==> src/shared/regmap_defines.svh <==
// Purpose: Offsets, presets, field positions and timing counts of the reader register bank
// Assumes: Byte registers on a 5-bit register address
// Notes:   Included by bare name; definitions only
`ifndef REGMAP_DEFINES_SVH
`define REGMAP_DEFINES_SVH

// ==========================================================
// Register offsets
`define ADDR_POWER_RF_CONTROL     5'h00
`define ADDR_PROTOCOL_SELECT      5'h01
`define ADDR_TYPE_B_TX_OPTIONS    5'h02
`define ADDR_TYPE_A_HIGH_RATE     5'h03
`define ADDR_TX_DELAY_HIGH        5'h04
`define ADDR_TX_DELAY_LOW         5'h05
`define ADDR_TX_PULSE_WIDTH       5'h06
`define ADDR_RX_TIMEOUT_WAIT      5'h07
`define ADDR_RX_START_DELAY       5'h08
`define ADDR_MOD_CLKOUT_CTRL      5'h09
`define ADDR_RX_TUNING            5'h0a
`define ADDR_REGULATOR_IO_CTRL    5'h0b
`define ADDR_INTERRUPT_FLAGS      5'h0c
`define ADDR_COLLISION_MASK_CTRL  5'h0d
`define ADDR_COLLISION_LOCATION   5'h0e
`define ADDR_SIGNAL_LEVEL_OSC     5'h0f
`define ADDR_EXTRA_FUNCTION_A     5'h10
`define ADDR_EXTRA_FUNCTION_B     5'h11
`define ADDR_FIFO_THRESHOLD       5'h14
`define ADDR_FACTORY_TEST_A       5'h1a
`define ADDR_FACTORY_TEST_B       5'h1b
`define ADDR_QUEUE_FILL_STATE     5'h1c
`define ADDR_TX_COUNT_FIRST       5'h1d
`define ADDR_TX_COUNT_SECOND      5'h1e
`define ADDR_QUEUE_DATA_PORT      5'h1f

// ==========================================================
// Preset values
`define RST_POWER_RF_CONTROL      8'h01
`define RST_PROTOCOL_SELECT       8'h02
`define RST_TYPE_B_TX_OPTIONS     8'h00
`define RST_TYPE_A_HIGH_RATE      8'h00
`define RST_TX_DELAY_HIGH         8'hc1
`define RST_TX_DELAY_LOW          8'hc1
`define RST_TX_PULSE_WIDTH        8'h00
`define RST_RX_TIMEOUT_WAIT       8'h0e
`define RST_RX_START_DELAY        8'h07
`define RST_MOD_CLKOUT_CTRL       8'h91
`define RST_RX_TUNING             8'h10
`define RST_REGULATOR_IO_CTRL     8'h87
`define RST_COLLISION_MASK_CTRL   8'h3e
`define RST_ZERO                  8'h00

// ==========================================================
// Field positions and masks
`define PRC_STANDBY_BIT           7
`define PRC_DIRECT_BIT            6
`define PRC_CARRIER_ON_BIT        5
`define PRC_POWER_HALF_BIT        4
`define PRC_AUX_INPUT_BIT         3
`define PRC_FORCED_RX_BIT         1
`define PRC_SUPPLY_RANGE_BIT      0
`define PRC_WRITE_MASK            8'hfb
`define PSEL_DIRECT_VARIANT_BIT   6
`define MOD_CLKDIV_MASK           8'h30
`define SUBSET_FIRST              5'h02
`define SUBSET_LAST               5'h0b

// ==========================================================
// Timing
`define CLK_SYS_MHZ               200
`define STBY_WAKE_US              100
`define WAKE_CYCLES_DEFAULT       (`STBY_WAKE_US * `CLK_SYS_MHZ)

`endif

==> src/shared/regmap_pkg.sv <==
// Purpose: Types shared by the reader register bank
// Assumes: Nothing beyond the defines header
// Notes:   Constants live in regmap_defines.svh
package regmap_pkg;

	typedef logic [4:0] reg_addr_t;
	typedef logic [7:0] byte_t;

	typedef enum logic [1:0] {
		FRAME_AUTO,
		FRAME_RAW_AFE,
		FRAME_CUSTOM
	} frame_mode_e;

	typedef enum logic [1:0] {
		WAKE_STANDBY,
		WAKE_COUNTING,
		WAKE_READY
	} wake_state_e;

endpackage

==> src/shared/power_if.sv <==
// Purpose: Standby request and full-operation status between bank and wake timer
// Assumes: Single clock domain
// Notes:   No clocking block
`timescale 1ns/100ps
`default_nettype none
interface power_if;
	logic standby;
	logic ready;
	modport ctrl  (output standby, input ready);
	modport timer (input standby, output ready);
endinterface
`default_nettype wire

==> src/wake_timer.sv <==
// Purpose: Counts the standby exit time before full operation is reported
// Assumes: standby comes from a flip-flop of the bank
// Notes:   Clocks and regulators keep running in standby, so only a timer is needed
`timescale 1ns/100ps
`default_nettype none
`include "regmap_defines.svh"
module wake_timer #(
	parameter int unsigned WAKE_CYCLES = `WAKE_CYCLES_DEFAULT
) (
	input  wire logic clk_sys_i,
	input  wire logic rstn_i,
	input  wire logic preset_i,
	power_if.timer    pwr
);
	import regmap_pkg::*;

	wake_state_e state_reg;
	logic [15:0] count_reg;

	// ==========================================================
	// Wake sequencing
	always_ff @(posedge clk_sys_i or negedge rstn_i) begin
		if (!rstn_i) begin
			state_reg <= WAKE_COUNTING;
			count_reg <= 16'h0000;
		end else if (preset_i || pwr.standby) begin
			state_reg <= pwr.standby ? WAKE_STANDBY : WAKE_COUNTING;
			count_reg <= 16'h0000;
		end else begin
			unique case (state_reg)
				WAKE_STANDBY: begin
					state_reg <= WAKE_COUNTING;
				end
				WAKE_COUNTING: begin
					if (count_reg >= 16'(WAKE_CYCLES - 1)) begin
						state_reg <= WAKE_READY;
					end else begin
						count_reg <= count_reg + 16'h0001;
					end
				end
				WAKE_READY: begin
					state_reg <= WAKE_READY;
				end
			endcase
		end
	end

	always_ff @(posedge clk_sys_i or negedge rstn_i) begin
		if (!rstn_i) begin
			pwr.ready <= 1'b0;
		end else begin
			pwr.ready <= (state_reg == WAKE_READY) && !pwr.standby && !preset_i;
		end
	end

endmodule
`default_nettype wire

==> src/reader_regmap.sv <==
// Purpose: Register bank and power/RF control of the reader front end
// Assumes: Host accesses arrive decoded as byte read and write strobes
// Notes:   Read data appears one cycle after the read strobe
// Contract
// - Standby keeps clocks running, wakes within 100 us
// - Direct bit picks raw or custom framing
// - Carrier bit enables transmitter and receivers
// - Power bit selects half or full power
// - Input bit routes aux or main input
// - Forced bit enables receiver and oscillator
// - Bit 0 picks 5 V; bit 2 reserved
// - Subset registers 0x02 to 0x0B are read-write
// - Extra function registers read-write, preset zero
// - FIFO threshold register is read-write
// - Mask register read-write, collision register read-only
// - Flags, signal and fill registers read-only
// - Protocol write reloads subsets, keeps clock divider
// - FIFO reset clears fill and collision registers
`timescale 1ns/100ps
`default_nettype none
`include "regmap_defines.svh"
module reader_regmap #(
	parameter int unsigned WAKE_CYCLES = `WAKE_CYCLES_DEFAULT
) (
	input  wire logic                  clk_sys_i,
	input  wire logic                  rstn_i,
	input  wire logic                  chip_en_i,
	input  wire regmap_pkg::reg_addr_t reg_addr_i,
	input  wire regmap_pkg::byte_t     reg_wdata_i,
	input  wire logic                  reg_wr_i,
	input  wire logic                  reg_rd_i,
	output var  regmap_pkg::byte_t     reg_rdata_o,
	output logic                       reg_rvalid_o,
	input  wire regmap_pkg::byte_t     irq_flags_i,
	input  wire regmap_pkg::byte_t     signal_level_i,
	input  wire regmap_pkg::byte_t     collision_pos_i,
	input  wire logic                  collision_load_i,
	input  wire regmap_pkg::byte_t     fill_state_i,
	input  wire logic                  fill_load_i,
	input  wire logic                  fifo_reset_i,
	input  wire regmap_pkg::byte_t     fifo_rdata_i,
	output logic                       fifo_wr_o,
	output logic                       fifo_rd_o,
	output var  regmap_pkg::byte_t     fifo_wdata_o,
	output logic                       subset_reload_o,
	output logic                       standby_o,
	output logic                       full_op_ready_o,
	output logic                       osc_run_o,
	output logic                       regulators_on_o,
	output var  regmap_pkg::frame_mode_e frame_mode_o,
	output logic                       tx_enable_o,
	output logic                       rx_enable_o,
	output logic                       tx_osc_enable_o,
	output logic                       output_power_half_o,
	output logic                       aux_input_select_o,
	output logic                       supply_range_sel_o
);
	import regmap_pkg::*;

	// ==========================================================
	// Access type and preset decoding
	function automatic byte_t preset_value(input reg_addr_t a);
		byte_t v;
		v = `RST_ZERO;
		unique case (a)
			`ADDR_POWER_RF_CONTROL:    v = `RST_POWER_RF_CONTROL;
			`ADDR_PROTOCOL_SELECT:     v = `RST_PROTOCOL_SELECT;
			`ADDR_TYPE_B_TX_OPTIONS:   v = `RST_TYPE_B_TX_OPTIONS;
			`ADDR_TYPE_A_HIGH_RATE:    v = `RST_TYPE_A_HIGH_RATE;
			`ADDR_TX_DELAY_HIGH:       v = `RST_TX_DELAY_HIGH;
			`ADDR_TX_DELAY_LOW:        v = `RST_TX_DELAY_LOW;
			`ADDR_TX_PULSE_WIDTH:      v = `RST_TX_PULSE_WIDTH;
			`ADDR_RX_TIMEOUT_WAIT:     v = `RST_RX_TIMEOUT_WAIT;
			`ADDR_RX_START_DELAY:      v = `RST_RX_START_DELAY;
			`ADDR_MOD_CLKOUT_CTRL:     v = `RST_MOD_CLKOUT_CTRL;
			`ADDR_RX_TUNING:           v = `RST_RX_TUNING;
			`ADDR_REGULATOR_IO_CTRL:   v = `RST_REGULATOR_IO_CTRL;
			`ADDR_COLLISION_MASK_CTRL: v = `RST_COLLISION_MASK_CTRL;
			default:                   v = `RST_ZERO;
		endcase
		return v;
	endfunction

	// Mask of bits the host may write; zero marks read-only or unmapped
	function automatic byte_t write_mask(input reg_addr_t a);
		byte_t m;
		m = 8'h00;
		unique case (a)
			`ADDR_POWER_RF_CONTROL:    m = `PRC_WRITE_MASK;
			`ADDR_PROTOCOL_SELECT,
			`ADDR_TYPE_B_TX_OPTIONS,
			`ADDR_TYPE_A_HIGH_RATE,
			`ADDR_TX_DELAY_HIGH,
			`ADDR_TX_DELAY_LOW,
			`ADDR_TX_PULSE_WIDTH,
			`ADDR_RX_TIMEOUT_WAIT,
			`ADDR_RX_START_DELAY,
			`ADDR_MOD_CLKOUT_CTRL,
			`ADDR_RX_TUNING,
			`ADDR_REGULATOR_IO_CTRL:   m = 8'hff;
			`ADDR_COLLISION_MASK_CTRL: m = 8'hff;
			`ADDR_EXTRA_FUNCTION_A,
			`ADDR_EXTRA_FUNCTION_B:    m = 8'hff;
			`ADDR_FIFO_THRESHOLD:      m = 8'hff;
			`ADDR_FACTORY_TEST_A,
			`ADDR_FACTORY_TEST_B,
			`ADDR_TX_COUNT_FIRST,
			`ADDR_TX_COUNT_SECOND:     m = 8'hff;
			default:                   m = 8'h00;
		endcase
		return m;
	endfunction

	function automatic logic in_subset(input reg_addr_t a);
		return (a >= `SUBSET_FIRST) && (a <= `SUBSET_LAST);
	endfunction

	// ==========================================================
	// Storage
	byte_t       regs_reg [0:31];
	byte_t       collision_reg;
	byte_t       fill_reg;
	logic        preset;
	logic        host_wr;
	byte_t       wmask;
	power_if     pwr ();

	assign preset  = !chip_en_i;
	assign wmask   = write_mask(reg_addr_i);
	assign host_wr = reg_wr_i && (wmask != 8'h00);

	// ==========================================================
	// Read-write registers
	always_ff @(posedge clk_sys_i or negedge rstn_i) begin
		if (!rstn_i) begin
			for (int i = 0; i < 32; i++) begin
				regs_reg[i] <= preset_value(5'(i));
			end
		end else if (preset) begin
			for (int i = 0; i < 32; i++) begin
				regs_reg[i] <= preset_value(5'(i));
			end
		end else if (host_wr) begin
			if (reg_addr_i == `ADDR_PROTOCOL_SELECT) begin
				for (int i = 0; i < 32; i++) begin
					if (in_subset(5'(i))) begin
						regs_reg[i] <= preset_value(5'(i));
					end
				end
				regs_reg[`ADDR_MOD_CLKOUT_CTRL] <=
					(preset_value(`ADDR_MOD_CLKOUT_CTRL) & ~`MOD_CLKDIV_MASK) |
					(regs_reg[`ADDR_MOD_CLKOUT_CTRL] & `MOD_CLKDIV_MASK);
			end
			regs_reg[reg_addr_i] <= reg_wdata_i & wmask;
		end
	end

	always_ff @(posedge clk_sys_i or negedge rstn_i) begin
		if (!rstn_i) begin
			subset_reload_o <= 1'b0;
		end else begin
			subset_reload_o <= !preset && host_wr &&
				(reg_addr_i == `ADDR_PROTOCOL_SELECT);
		end
	end

	// ==========================================================
	// Read-only status registers; a load in the clear cycle wins
	always_ff @(posedge clk_sys_i or negedge rstn_i) begin
		if (!rstn_i) begin
			collision_reg <= `RST_ZERO;
		end else if (collision_load_i) begin
			collision_reg <= collision_pos_i;
		end else if (fifo_reset_i || preset) begin
			collision_reg <= `RST_ZERO;
		end
	end

	always_ff @(posedge clk_sys_i or negedge rstn_i) begin
		if (!rstn_i) begin
			fill_reg <= `RST_ZERO;
		end else if (fill_load_i) begin
			fill_reg <= fill_state_i;
		end else if (fifo_reset_i || preset) begin
			fill_reg <= `RST_ZERO;
		end
	end

	// ==========================================================
	// Host read path
	always_ff @(posedge clk_sys_i or negedge rstn_i) begin
		if (!rstn_i) begin
			reg_rdata_o  <= `RST_ZERO;
			reg_rvalid_o <= 1'b0;
		end else begin
			reg_rvalid_o <= reg_rd_i;
			if (reg_rd_i) begin
				unique case (reg_addr_i)
					`ADDR_INTERRUPT_FLAGS:    reg_rdata_o <= irq_flags_i;
					`ADDR_SIGNAL_LEVEL_OSC:   reg_rdata_o <= signal_level_i;
					`ADDR_COLLISION_LOCATION: reg_rdata_o <= collision_reg;
					`ADDR_QUEUE_FILL_STATE:   reg_rdata_o <= fill_reg;
					`ADDR_QUEUE_DATA_PORT:    reg_rdata_o <= fifo_rdata_i;
					default: reg_rdata_o <= regs_reg[reg_addr_i] & write_mask(reg_addr_i);
				endcase
			end
		end
	end

	// ==========================================================
	// FIFO data port
	always_ff @(posedge clk_sys_i or negedge rstn_i) begin
		if (!rstn_i) begin
			fifo_wr_o    <= 1'b0;
			fifo_rd_o    <= 1'b0;
			fifo_wdata_o <= `RST_ZERO;
		end else begin
			fifo_wr_o <= reg_wr_i && !preset && (reg_addr_i == `ADDR_QUEUE_DATA_PORT);
			fifo_rd_o <= reg_rd_i && !preset && (reg_addr_i == `ADDR_QUEUE_DATA_PORT);
			if (reg_wr_i && (reg_addr_i == `ADDR_QUEUE_DATA_PORT)) begin
				fifo_wdata_o <= reg_wdata_i;
			end
		end
	end

	// ==========================================================
	// Power and RF control outputs
	byte_t prc;
	logic  direct_variant;
	assign prc            = regs_reg[`ADDR_POWER_RF_CONTROL];
	assign direct_variant = regs_reg[`ADDR_PROTOCOL_SELECT][`PSEL_DIRECT_VARIANT_BIT];
	assign pwr.standby    = standby_o;

	always_ff @(posedge clk_sys_i or negedge rstn_i) begin
		if (!rstn_i) begin
			standby_o       <= 1'b0;
			osc_run_o       <= 1'b0;
			regulators_on_o <= 1'b0;
		end else begin
			standby_o       <= prc[`PRC_STANDBY_BIT];
			// Oscillator and regulators stay up in standby for a fast wake
			osc_run_o       <= chip_en_i;
			regulators_on_o <= chip_en_i;
		end
	end

	always_ff @(posedge clk_sys_i or negedge rstn_i) begin
		if (!rstn_i) begin
			frame_mode_o <= FRAME_AUTO;
		end else if (!prc[`PRC_DIRECT_BIT]) begin
			frame_mode_o <= FRAME_AUTO;
		end else begin
			// Variant bit is read live every cycle, so a change while direct takes effect on the next clock edge
			frame_mode_o <= direct_variant ? FRAME_CUSTOM : FRAME_RAW_AFE;
		end
	end

	always_ff @(posedge clk_sys_i or negedge rstn_i) begin
		if (!rstn_i) begin
			tx_enable_o     <= 1'b0;
			rx_enable_o     <= 1'b0;
			tx_osc_enable_o <= 1'b0;
		end else begin
			tx_enable_o     <= prc[`PRC_CARRIER_ON_BIT];
			rx_enable_o     <= prc[`PRC_CARRIER_ON_BIT] | prc[`PRC_FORCED_RX_BIT];
			tx_osc_enable_o <= prc[`PRC_CARRIER_ON_BIT] | prc[`PRC_FORCED_RX_BIT];
		end
	end

	always_ff @(posedge clk_sys_i or negedge rstn_i) begin
		if (!rstn_i) begin
			output_power_half_o <= 1'b0;
			aux_input_select_o  <= 1'b0;
			supply_range_sel_o  <= 1'b1;
		end else begin
			output_power_half_o <= prc[`PRC_POWER_HALF_BIT];
			aux_input_select_o  <= prc[`PRC_AUX_INPUT_BIT];
			supply_range_sel_o  <= prc[`PRC_SUPPLY_RANGE_BIT];
		end
	end

	// ==========================================================
	// Standby exit timing
	wake_timer #(
		.WAKE_CYCLES (WAKE_CYCLES)
	) u_wake_timer (
		.clk_sys_i (clk_sys_i),
		.rstn_i    (rstn_i),
		.preset_i  (preset),
		.pwr       (pwr)
	);

	assign full_op_ready_o = pwr.ready;

endmodule
`default_nettype wire

==> config.mk <==
export PLATFORM = sky130hd
export DESIGN_NAME = reader_regmap
export DESIGN_NICKNAME = d
export VERILOG_FILES = /design/src/shared/regmap_pkg.sv /design/src/shared/power_if.sv /design/src/wake_timer.sv /design/src/reader_regmap.sv
export VERILOG_INCLUDE_DIRS = /design/src /design/src/shared
export SDC_FILE = /design/constraint.sdc
export NUM_CORES = 1
export LEC_CHECK = 0
export ABC_CLOCK_PERIOD_IN_PS = 1900
export BUFFER_PORTS_ARGS = -buffer_cell sky130_fd_sc_hd__buf_4
export CAP_MARGIN = 20
export CORE_ASPECT_RATIO = 1.5
export CORE_MARGIN = 2
export CORE_UTILIZATION = 35
export DETAILED_ROUTE_END_ITERATION = 8
export PLACE_DENSITY = 0.58
export SYNTH_ARGS = -nofsm -noshare
export SYNTH_HDL_FRONTEND = slang
export SYNTH_SLANG_ARGS = --single-unit
export TNS_END_PERCENT = 50
==> constraint.sdc <==
create_clock -name clk_sys_i -period 1.9 [get_ports clk_sys_i]
set_input_delay 0.38 -clock clk_sys_i [delete_from_list [all_inputs] [get_ports clk_sys_i]]
set_output_delay 0.38 -clock clk_sys_i [all_outputs]
set_load 0.05 [all_outputs]
==> results of run 1 <==
[path summary, 6_finish.rpt]
check                                                         end  cells past startpoint
setup / recovery                       reg_rdata_o[2]$_DFFE_PN0P_                      7
hold / removal                       collision_reg[4]$_DFFE_PN0P_                      3
setup reg to reg           u_wake_timer.count_reg[14]$_DFFE_PN0P_                      6
hold reg to reg                      supply_range_sel_o$_DFF_PN1_                      0
max in group asynchronous               regs_reg[195]$_DFFE_PN1P_                      3
min in group asynchronous           output_power_half_o$_DFF_PN0_                      2
[critical path: stages]
cell	delay, ns
buf_4	0.17
buf_12	0.15
or4_1	0.74
o22ai_2	0.28
nor4_2	0.10
a211oi_1	0.35
o22a_1	0.17
[cell type report]
type	instances	area, µm²	area share (%)
clock buffer	49	998	4.86
clock inverter	12	178	0.865
inverter	16	70.1	0.341
multi-input combinational	1110	7290	35.5
sequential	320	8040	39.2
tap	582	728	3.55
timing repair buffer	367	3230	15.7
[synthesized netlist by cell type, types with 3 or more instances]
| master | number |
|---|---|
| dfrtp_1 | 291 |
| or4b_1 | 5 |
| o21a_1 | 12 |
| mux2i_1 | 190 |
| inv_1 | 16 |
| nand4_1 | 17 |
| a21oi_1 | 98 |
| nor2_1 | 114 |
| nor3_1 | 8 |
| and4_1 | 4 |
| buf_2 | 30 |
| nand3_1 | 21 |
| o211ai_1 | 7 |
| nor4b_1 | 5 |
| a21oi_2 | 5 |
| xnor2_1 | 13 |
| or2_2 | 3 |
| a22o_1 | 46 |
| and3_1 | 7 |
| nor4_1 | 17 |
| or4bb_1 | 3 |
| buf_1 | 9 |
| nand3_2 | 4 |
| o22a_1 | 15 |
| nor3_2 | 3 |
| a21oi_4 | 4 |
| buf_4 | 17 |
| nand4bb_1 | 4 |
| nand2_1 | 239 |
| ha_1 | 7 |
| nand2b_1 | 4 |
| mux2_2 | 16 |
| buf_6 | 9 |
| a22oi_1 | 10 |
| nor2b_1 | 5 |
| o22ai_1 | 69 |
| clkbuf_1 | 52 |
| dfstp_2 | 29 |
| o21ai_0 | 116 |
[cell families after synthesis]
logic type / count (synthesis) / share of synthesized area, %
buf+inv: 135 / 4.34
flops: 320 / 50.7
simple gates: 484 / 14.5
fa+ha+maj: 7 / 0.552
mux: 207 / 13.2
compound gates: 398 / 15.9
xor+xnor: 14 / 0.773
[metal layers]
| metal | part of all wire (%) | vias to the layer above |
|---|---|---|
| met5 | 0 | - |
| met4 | 8.0 | 0 |
| met3 | 4.6 | 180 |
| met2 | 50 | 468 |
| met1 | 37 | 6705 |
| li1 | - | 6163 |
[report_power, final]
part	switching [W]	internal, W	total [W]
clock	0.00287	0.00422	0.00709
combinational	0.00149	0.000911	0.00240
sequential	0.000120	0.00700	0.00712
total	0.00448	0.0121	0.0166
[repair_timing]
action,in CTS,in global routing
setup endpoints to repair,1,15
hold buffers,1,0
hold endpoints to repair,36,0
resized for setup,5,14
[per-stage QoR]
step           hold WS [ns]  setup WS (ns)  area (µm²)  std cells  setup TNS (ns)
6_report             0.0541         0.0183       20500       2456               0
5_1_grt              0.0620        -0.0950       20500       2456          -0.362
4_1_cts              0.0385         0.0177       20500       2456               0
3_5_place_dp          0.383         -0.835       19200       2394          -59.34
3_3_place_gp          0.377         -0.860       19200       2394          -50.61
2_1_floorplan        0.0844         -0.150       16000       1565          -13.79
==> flow_summary.toml, run 1 <==
[clock_network]
clk_pin_slew_ns = 0.06
ctsHtreeMaxLevel = 2
clock_latency_ns = 0.54
clkSinkCount = 320
cts_setup_buffers = 0
cts_buffers = 34
cts_tree = "yes"
root_buffer = "clkbuf_16"
clk_path_buf_depth = 3

[timing]
clock_skew_ns = 0.0260
fin_crit_sh_pct = 99.0
final-max-slew-violation-count = 0
finalSetupViolations = 0
rsz0062_at_grt = "true"
period_minus_slack_ns = 1.88
maxClockFrequency_mhz = 531
tightest_slew_ns = 0.737
relSlewSlack_pct = 50.8
hold_violations = 0

[layout]
area_delta_synth_final_pct = 29.5
final_net_count = 1917
fin_util_pct = 45.8
nFillCells = 4195
mostFrequentLayoutCell = "buf_4"
num_antenna_cells = 0
drive_gt1_share_pct = 28.2
layout.cells.most_common_list = "327 x buf_4, 291 x dfrtp_1, 236 x nand2_1"
largest_reg_flops = 247

[floorplanning]
die_area_um2 = 47100
fp-row-count = 95
io_pins = 93
die_y_um = 265
start_util_pct = 35.4
fp.coreArea_um2 = 44800
fp.dieW_um = 178

[detailed_routing]
ant_nets = 0
avgViaCountPerCell = 5.50
drtPass1Iterations = 6
wl_per_cell_um = 23.2
vias = 13500
drc_errors = 0
drtIter0Drc = 1034
drt_wl_total_mm = 57.0

[critical_path]
cp.required_ns = 2.37
worstSetupStartpointType = "input port"
crit_type = "input port to flop"
crit_start = "reg_addr_i[0]"
crit_fanout = 10
cp_data_arrival_time_ns = 2.35
timing.rr.start = "u_wake_timer.count_reg[12]$_DFFE_PN0P_"
reg2reg_slack_ns = 0.06
crit_path_end_kind = "flop"

[min_path]
hp-class = "input port to flop"
min_from = "collision_pos_i[4]"

[synth]
yosysTopAreaCell = "dfrtp_1"
synthTopCellsByArea = "dfrtp_1 46%, mux2i_1 12%, nand2_1 5.7%"
syn_nets = 1633
yosysSeqAreaShare_pct = 50.7
ys_types = 73
syn-cell-area_um2 = 15900
synth_cells = 1565
yosysWarnings = 0
ys.flop_type = "dfrtp_1"
synth_top_area_share_pct = 45.9
synth_seq_cells = 320
synth_enable_flop_cells = 0
synth_area_per_cell_um2 = 10.1
async_reset_ff_share_pct = 100

[power_and_ir_drop]
ir_drop_uv = 566
power_w = 0.0166
leakagePower_nw = 9.34
power_density_nw_per_um2 = 809

[job]
cap_violations = 0

[grt]
met3_usage_pct = 3.07
grt_overflow_total = 0
grt.met2_usage_pct = 42.4
grt_pass1_vias = 14100
grt_pass1_wl_mm = 86.8
antenna_found_initial = 0
busiest_layer = "met2"
grtUsageMet1_pct = 28.1
grt_max_degree = 108
grt_usage_pct = 24.6

[run_status]
status = "completed"

[placement]
gp_congestion = 0.968
io_buffers = 92
hpwl_mm = 41.7
Note: power is estimated with default switching activity, not from simulation.
==> run 2: changes to the inputs <==
==> constraint.sdc (replaced) <==
create_clock -name clk_sys_i -period 1.9 [get_ports clk_sys_i]
set_input_delay 0.095 -clock clk_sys_i [delete_from_list [all_inputs] [get_ports clk_sys_i]]
set_output_delay 0.095 -clock clk_sys_i [all_outputs]
set_load 0.05 [all_outputs]
==> run 2 against run 1 <==
  * Worst hold slack worse by 0.042 ns
  * Clock-buffer cell count down 3
  * Worst setup slack better by 0.030 ns
  * Sequential cell count unchanged
  * Via count up 2.0%
  * Design area up 0.85%
  * Sequential share of layout area down 0.33 points
  * Die area unchanged
  * Highest routed layer unchanged
  * Clock power up 0.7%
  * First-iteration DRC count down 4.0%
  * Critical path depth down 1
  * Core utilization up 0.39 points
==> flow_summary.toml, run 2 (same netlist as run 1, synthesis figures left out) <==
[run_status]
status = "completed"

[timing]
finalSetupViolations = 0
fin_crit_sh_pct = 97.4
hold_violations = 0
clock_skew_ns = 0.0137
final.setup.worst_slack_ns = 0.0485
tightest_slew_ns = 0.722
final-max-slew-violation-count = 0
relSlewSlack_pct = 51.7
maxClockFrequency_mhz = 540
rsz0062_at_grt = "true"
period_minus_slack_ns = 1.85

[layout]
area_delta_synth_final_pct = 30.6
num_antenna_cells = 0
final_area_um2 = 20700
final_net_count = 1944
layout.cells.most_common_list = "297 x buf_4, 291 x dfrtp_1, 239 x nand2_1"
drive_gt1_share_pct = 25.2
largest_reg_flops = 247
mostFrequentLayoutCell = "buf_4"

[clock_network]
clk_path_buf_depth = 3
clk_pin_slew_ns = 0.06
cts_setup_buffers = 0
cts_tree = "yes"
clock_latency_ns = 0.54
cts_buffers = 35
root_buffer = "clkbuf_16"
ctsHtreeMaxLevel = 2
clkSinkCount = 320

[critical_path]
crit_start = "regs_reg[103]$_DFFE_PN0P_"
cp.required_ns = 2.33
crit_family = "simple AND/OR/NAND/NOR gates"
cp_slowest_cell = "dfrtp_1"
worstSetupStartpointType = "flop"
crit_type = "flop to flop"
cp_data_arrival_time_ns = 2.28
path_buf_inv = 1
crit_chain = "mux2i_1 -> o22ai_1 -> buf_4 -> nor4_1 -> nand2_1 -> o21a_1"
reg2reg_slack_ns = 0.05
r2r-end = "reg_rdata_o[7]$_DFFE_PN0P_"
timing.rr.start = "regs_reg[103]$_DFFE_PN0P_"
reg2reg_depth = 6
crit_path_end_kind = "flop"
max_stage_delay_ns = 0.37
crit_fanout = 2

[grt]
grt_usage_pct = 24.5
antenna_found_initial = 0
grt_pass1_wl_mm = 87.0
grt_pass1_vias = 14200
grt_overflow_total = 0
grt_max_degree = 117

[power_and_ir_drop]
p_int_w = 0.0122
power_frac_comb_pct = 14.7
switching_share_pct = 27.0
p_clk_share_pct = 42.7
switching_power_w = 0.00452
leakagePower_nw = 9.38
power_density_nw_per_um2 = 807
ir_drop_uv = 479
seqPwrFrac_pct = 42.6

[placement]
post-place-ws_ns = -0.587
dpl-instance-area_um2 = 18800
gp_congestion = 0.990
io_buffers = 92
hpwl_mm = 40.7

[detailed_routing]
drc_errors = 0
vias = 13800
wl_per_cell_um = 22.9
drtPass1Iterations = 5
ant_nets = 0
drt_wl_total_mm = 56.8
avgViaCountPerCell = 5.55
drtIter0Drc = 993

[floorplanning]
io_pins = 93
die_y_um = 265
fp.dieW_um = 178
die_area_um2 = 47100
fp.coreArea_um2 = 44800
start_util_pct = 35.4
fp-row-count = 95

[min_path]
holdPathEnd = "regs_reg[75]$_DFFE_PN0P_"
min_from = "chip_en_i"
hold_depth = 3
hp-class = "input port to flop"

[job]
cap_violations = 0
run 2: cell count changes in the layout (fill, tap and decap cells not counted), moves of 5 or more:
cell           before  now
dlygate4sd3_1       1   64
clkinv_2            2    7
buf_4             327  297
buf_12             37   30
run 2: final cells by class:
| class | instances | area [µm²] |
|---|---|---|
| Clock buffer | 46 | 977 |
| Clock inverter | 18 | 214 |
| Fill cell | 4202 | 24100 |
| Inverter | 16 | 62.6 |
| Multi-Input combinational cell | 1110 | 7190 |
| Sequential cell | 320 | 8040 |
| Tap cell | 582 | 728 |
| Timing Repair Buffer | 393 | 3500 |
run 2: worst max path at each step:
stage	to	slack [ns]	cells past startpoint
2_1_floorplan	regs_reg[24]$_DFFE_PN0P_	0.02	9
4_1_cts	reg_rdata_o[0]$_DFFE_PN0P_	0.03	6
6_report	reg_rdata_o[7]$_DFFE_PN0P_	0.05	6
3_3_place_gp	reg_rdata_o[2]$_DFFE_PN0P_	-0.69	8
5_1_grt	u_wake_timer.count_reg[12]$_DFFE_PN0P_	-0.04	5
3_5_place_dp	reg_rdata_o[2]$_DFFE_PN0P_	-0.59	8
run 2: routing by layer:
layer | track usage, % | wire length, µm | vias to the layer above
li1 | - | - | 6209
met1 | 27.6 | 20900 | 6947
met2 | 43.5 | 29400 | 491
met3 | 3.21 | 2720 | 143
met4 | 14.6 | 3790 | 0
met5 | 0 | 0 | -
run 2: repair_timing:
item	in CTS	in global routing
endpoints found under the hold margin	297	0
pin swaps	0	1
setup endpoints to repair	2	11
gates resized for setup	3	6
hold buffers	64	0
run 2: through the flow:
| stage | hold WS [ns] | cells | util [%] | setup TNS (ns) | total power, W |
|---|---|---|---|---|---|
| 2_1_floorplan | -0.201 | 1565 | - | 0 | 0.00840 |
| 3_5_place_dp | 0.0848 | 2357 | 42.0 | -7.03 | 0.00957 |
| 4_1_cts | 0.0110 | 2485 | 46.1 | 0 | 0.0168 |
| 5_1_grt | 0.0311 | 2485 | 46.2 | -0.0998 | 0.0173 |
| 6_report | 0.0123 | 2485 | 46.2 | 0 | 0.0167 |
| 3_3_place_gp | 0.0905 | 2357 | 42.0 | -3.14 | 0.00953 |
run 2: power groups by stage:
stage	registers, W	logic, W	clock network [W]
after floorplan	0.00742	0.000980	0
after global placement	0.00722	0.00231	0
after detailed placement	0.00723	0.00234	0
after CTS	0.00711	0.00245	0.00726
after global routing	0.00713	0.00262	0.00752
final	0.00711	0.00246	0.00714
run 2: worst register-to-register path: cells and delay by family (launching register included):
| kind | cells | cell delay (ns) |
|---|---|---|
| buf+inv | 1 | 0.17 |
| compound gates | 2 | 0.41 |
| mux | 1 | 0.37 |
| simple gates | 2 | 0.43 |
| flops | 1 | 0.37 |
==> run 3: changes to the inputs <==
- RECOVER_POWER: default -> 50
==> run 3 against run 2 <==
  * The flow now finishes with violations (max-capacitance violations, max-slew violations)
  * First-iteration DRC count is 1.0% lower
  * Total power hardly changed
  * Combinational power about the same
  * Routed wire length hardly changed
  * Worst setup slack worse by 0.0021 ns
  * Maximum frequency fell by 0.11%
  * Design area down 0.18%
  * Critical path depth stayed put
  * Clock-buffer cell count unchanged
  * Die area unchanged
  * Core utilization shrank 0.081 points
  * Critical path type unchanged
  * Largest power group unchanged
  * Highest routed layer unchanged
==> flow_summary.toml, run 3 (same netlist as run 1, synthesis figures left out) <==
[min_path]
hp-class = "input port to flop"
min_from = "chip_en_i"

[run_status]
status = "finished with violations"
violations = "max-capacitance violations, max-slew violations"

[clock_network]
clkSinkCount = 320
cts_setup_buffers = 0
clk_pin_slew_ns = 0.06
clk_path_buf_depth = 3
clock_latency_ns = 0.54
cts_tree = "yes"
root_buffer = "clkbuf_16"
cts_buffers = 35
ctsHtreeMaxLevel = 2

[power_and_ir_drop]
p_int_w = 0.0122
power_frac_comb_pct = 14.7
power_density_nw_per_um2 = 808
ir_drop_uv = 479
switching_share_pct = 27.0
switching_power_w = 0.00451
power_w = 0.0167
p_clk_share_pct = 42.7
leakagePower_nw = 9.36
seqPwrFrac_pct = 42.6

[detailed_routing]
drt-met1-wl_mm = 21.0
vias = 13800
avgViaCountPerCell = 5.54
drtIter0Drc = 983
highest_layer = "met4"
drc_errors = 0
drtPass1Iterations = 5
wl_per_cell_um = 22.9
drt_wl_total_mm = 56.8
ant_nets = 0
wl_met3_mm = 2.58
wl_met2_mm = 29.5

[placement]
dpl-instance-area_um2 = 18800
hpwl_mm = 40.7
io_buffers = 92
gp_congestion = 0.990

[floorplanning]
fp.dieW_um = 178
fp.coreArea_um2 = 44800
io_pins = 93
start_util_pct = 35.4
die_y_um = 265
fp-row-count = 95
die_area_um2 = 47100

[timing]
clock_skew_ns = 0.0134
hold_violations = 0
finalSetupViolations = 0
fin_crit_sh_pct = 97.6
tns_ns = 0
tightest_slew_ns = 1.70
period_minus_slack_ns = 1.85
final-max-slew-violation-count = 53
relSlewSlack_pct = -13.2
maxClockFrequency_mhz = 540
rsz0062_at_grt = "true"

[layout]
final_net_count = 1944
num_antenna_cells = 0
layout.cells.most_common_list = "295 x buf_4, 291 x dfrtp_1, 239 x nand2_1"
final_area_um2 = 20700
multi_input_area_um2 = 7180
nFillCells = 4210
ff_latch_area_um2 = 8040
mostFrequentLayoutCell = "buf_4"
drive_gt1_share_pct = 25.0
area_delta_synth_final_pct = 30.4
largest_reg_flops = 247

[critical_path]
crit_path_end_kind = "flop"
timing.rr.start = "regs_reg[103]$_DFFE_PN0P_"
crit_type = "flop to flop"
cp_data_arrival_time_ns = 2.28
worstSetupStartpointType = "flop"
crit_fanout = 2
crit_start = "regs_reg[103]$_DFFE_PN0P_"
cp.required_ns = 2.33

[grt]
grt_usage_pct = 24.5
grt_pass1_vias = 14200
grt_overflow_total = 0
antenna_found_initial = 0
grt_max_degree = 117
grt_pass1_wl_mm = 87.0

[job]
cap_violations = 1
==> run 3: final timing paths <==
check / endpoint / depth (start not counted) / slack (ns)
min reg2reg: supply_range_sel_o$_DFF_PN1_ / 0 / 0.40
max reg2reg: reg_rdata_o[7]$_DFFE_PN0P_ / 6 / 0.05
min: regs_reg[75]$_DFFE_PN0P_ / 3 / 0.01
max in group asynchronous: regs_reg[195]$_DFFE_PN1P_ / 3 / 0.24
max: reg_rdata_o[7]$_DFFE_PN0P_ / 6 / 0.05
min in group asynchronous: u_wake_timer.count_reg[15]$_DFFE_PN0P_ / 2 / 0.55
==> run 3: per-stage QoR <==
step | hold WS (ns) | instances | util, % | setup slack (ns)
2_1_floorplan | -0.201 | 1565 | - | 0.0213
3_3_place_gp | 0.0905 | 2357 | 42.0 | -0.692
3_5_place_dp | 0.0848 | 2357 | 42.0 | -0.587
4_1_cts | 0.0110 | 2485 | 46.1 | 0.0288
5_1_grt | 0.0311 | 2485 | 46.1 | -0.0428
6_report | 0.0138 | 2485 | 46.1 | 0.0464
==> run 3: critical path, cell delays in order (launching register included) <==
cell	delay [ns]
dfrtp_1	0.37
mux2i_1	0.37
o22ai_1	0.19
buf_4	0.17
nor4_1	0.24
nand2_1	0.19
o21a_1	0.21
==> run 3: layout make-up <==
| class | count | area share (%) |
|---|---|---|
| timing repair buffer | 393 | 16.8 |
| sequential | 320 | 38.9 |
| clock buffer | 46 | 4.73 |
| tap | 582 | 3.52 |
| multi-input combinational | 1110 | 34.7 |
| inverter | 16 | 0.303 |
| clock inverter | 18 | 1.03 |
==> run 3: power by group through the flow <==
stage	sequential [W]	combinational (W)	clock, W
after floorplan	0.00742	0.000980	0
after global placement	0.00722	0.00231	0
after detailed placement	0.00723	0.00234	0
after CTS	0.00711	0.00245	0.00726
after global routing	0.00713	0.00261	0.00752
final	0.00711	0.00245	0.00714
==> run 3: what timing repair did <==
item,CTS,global route
gates resized for setup,3,6
hold buffers,64,0
pin swaps,0,1
setup endpoints to repair,2,11
hold endpoints to repair,297,0
==> run 3: per-layer routing <==
| layer | GRT usage, % | vias to the layer above |
|---|---|---|
| li1 | - | 6205 |
| met1 | 27.6 | 6940 |
| met2 | 43.5 | 474 |
| met3 | 3.21 | 142 |
| met4 | 14.6 | 0 |
| met5 | 0 | - |
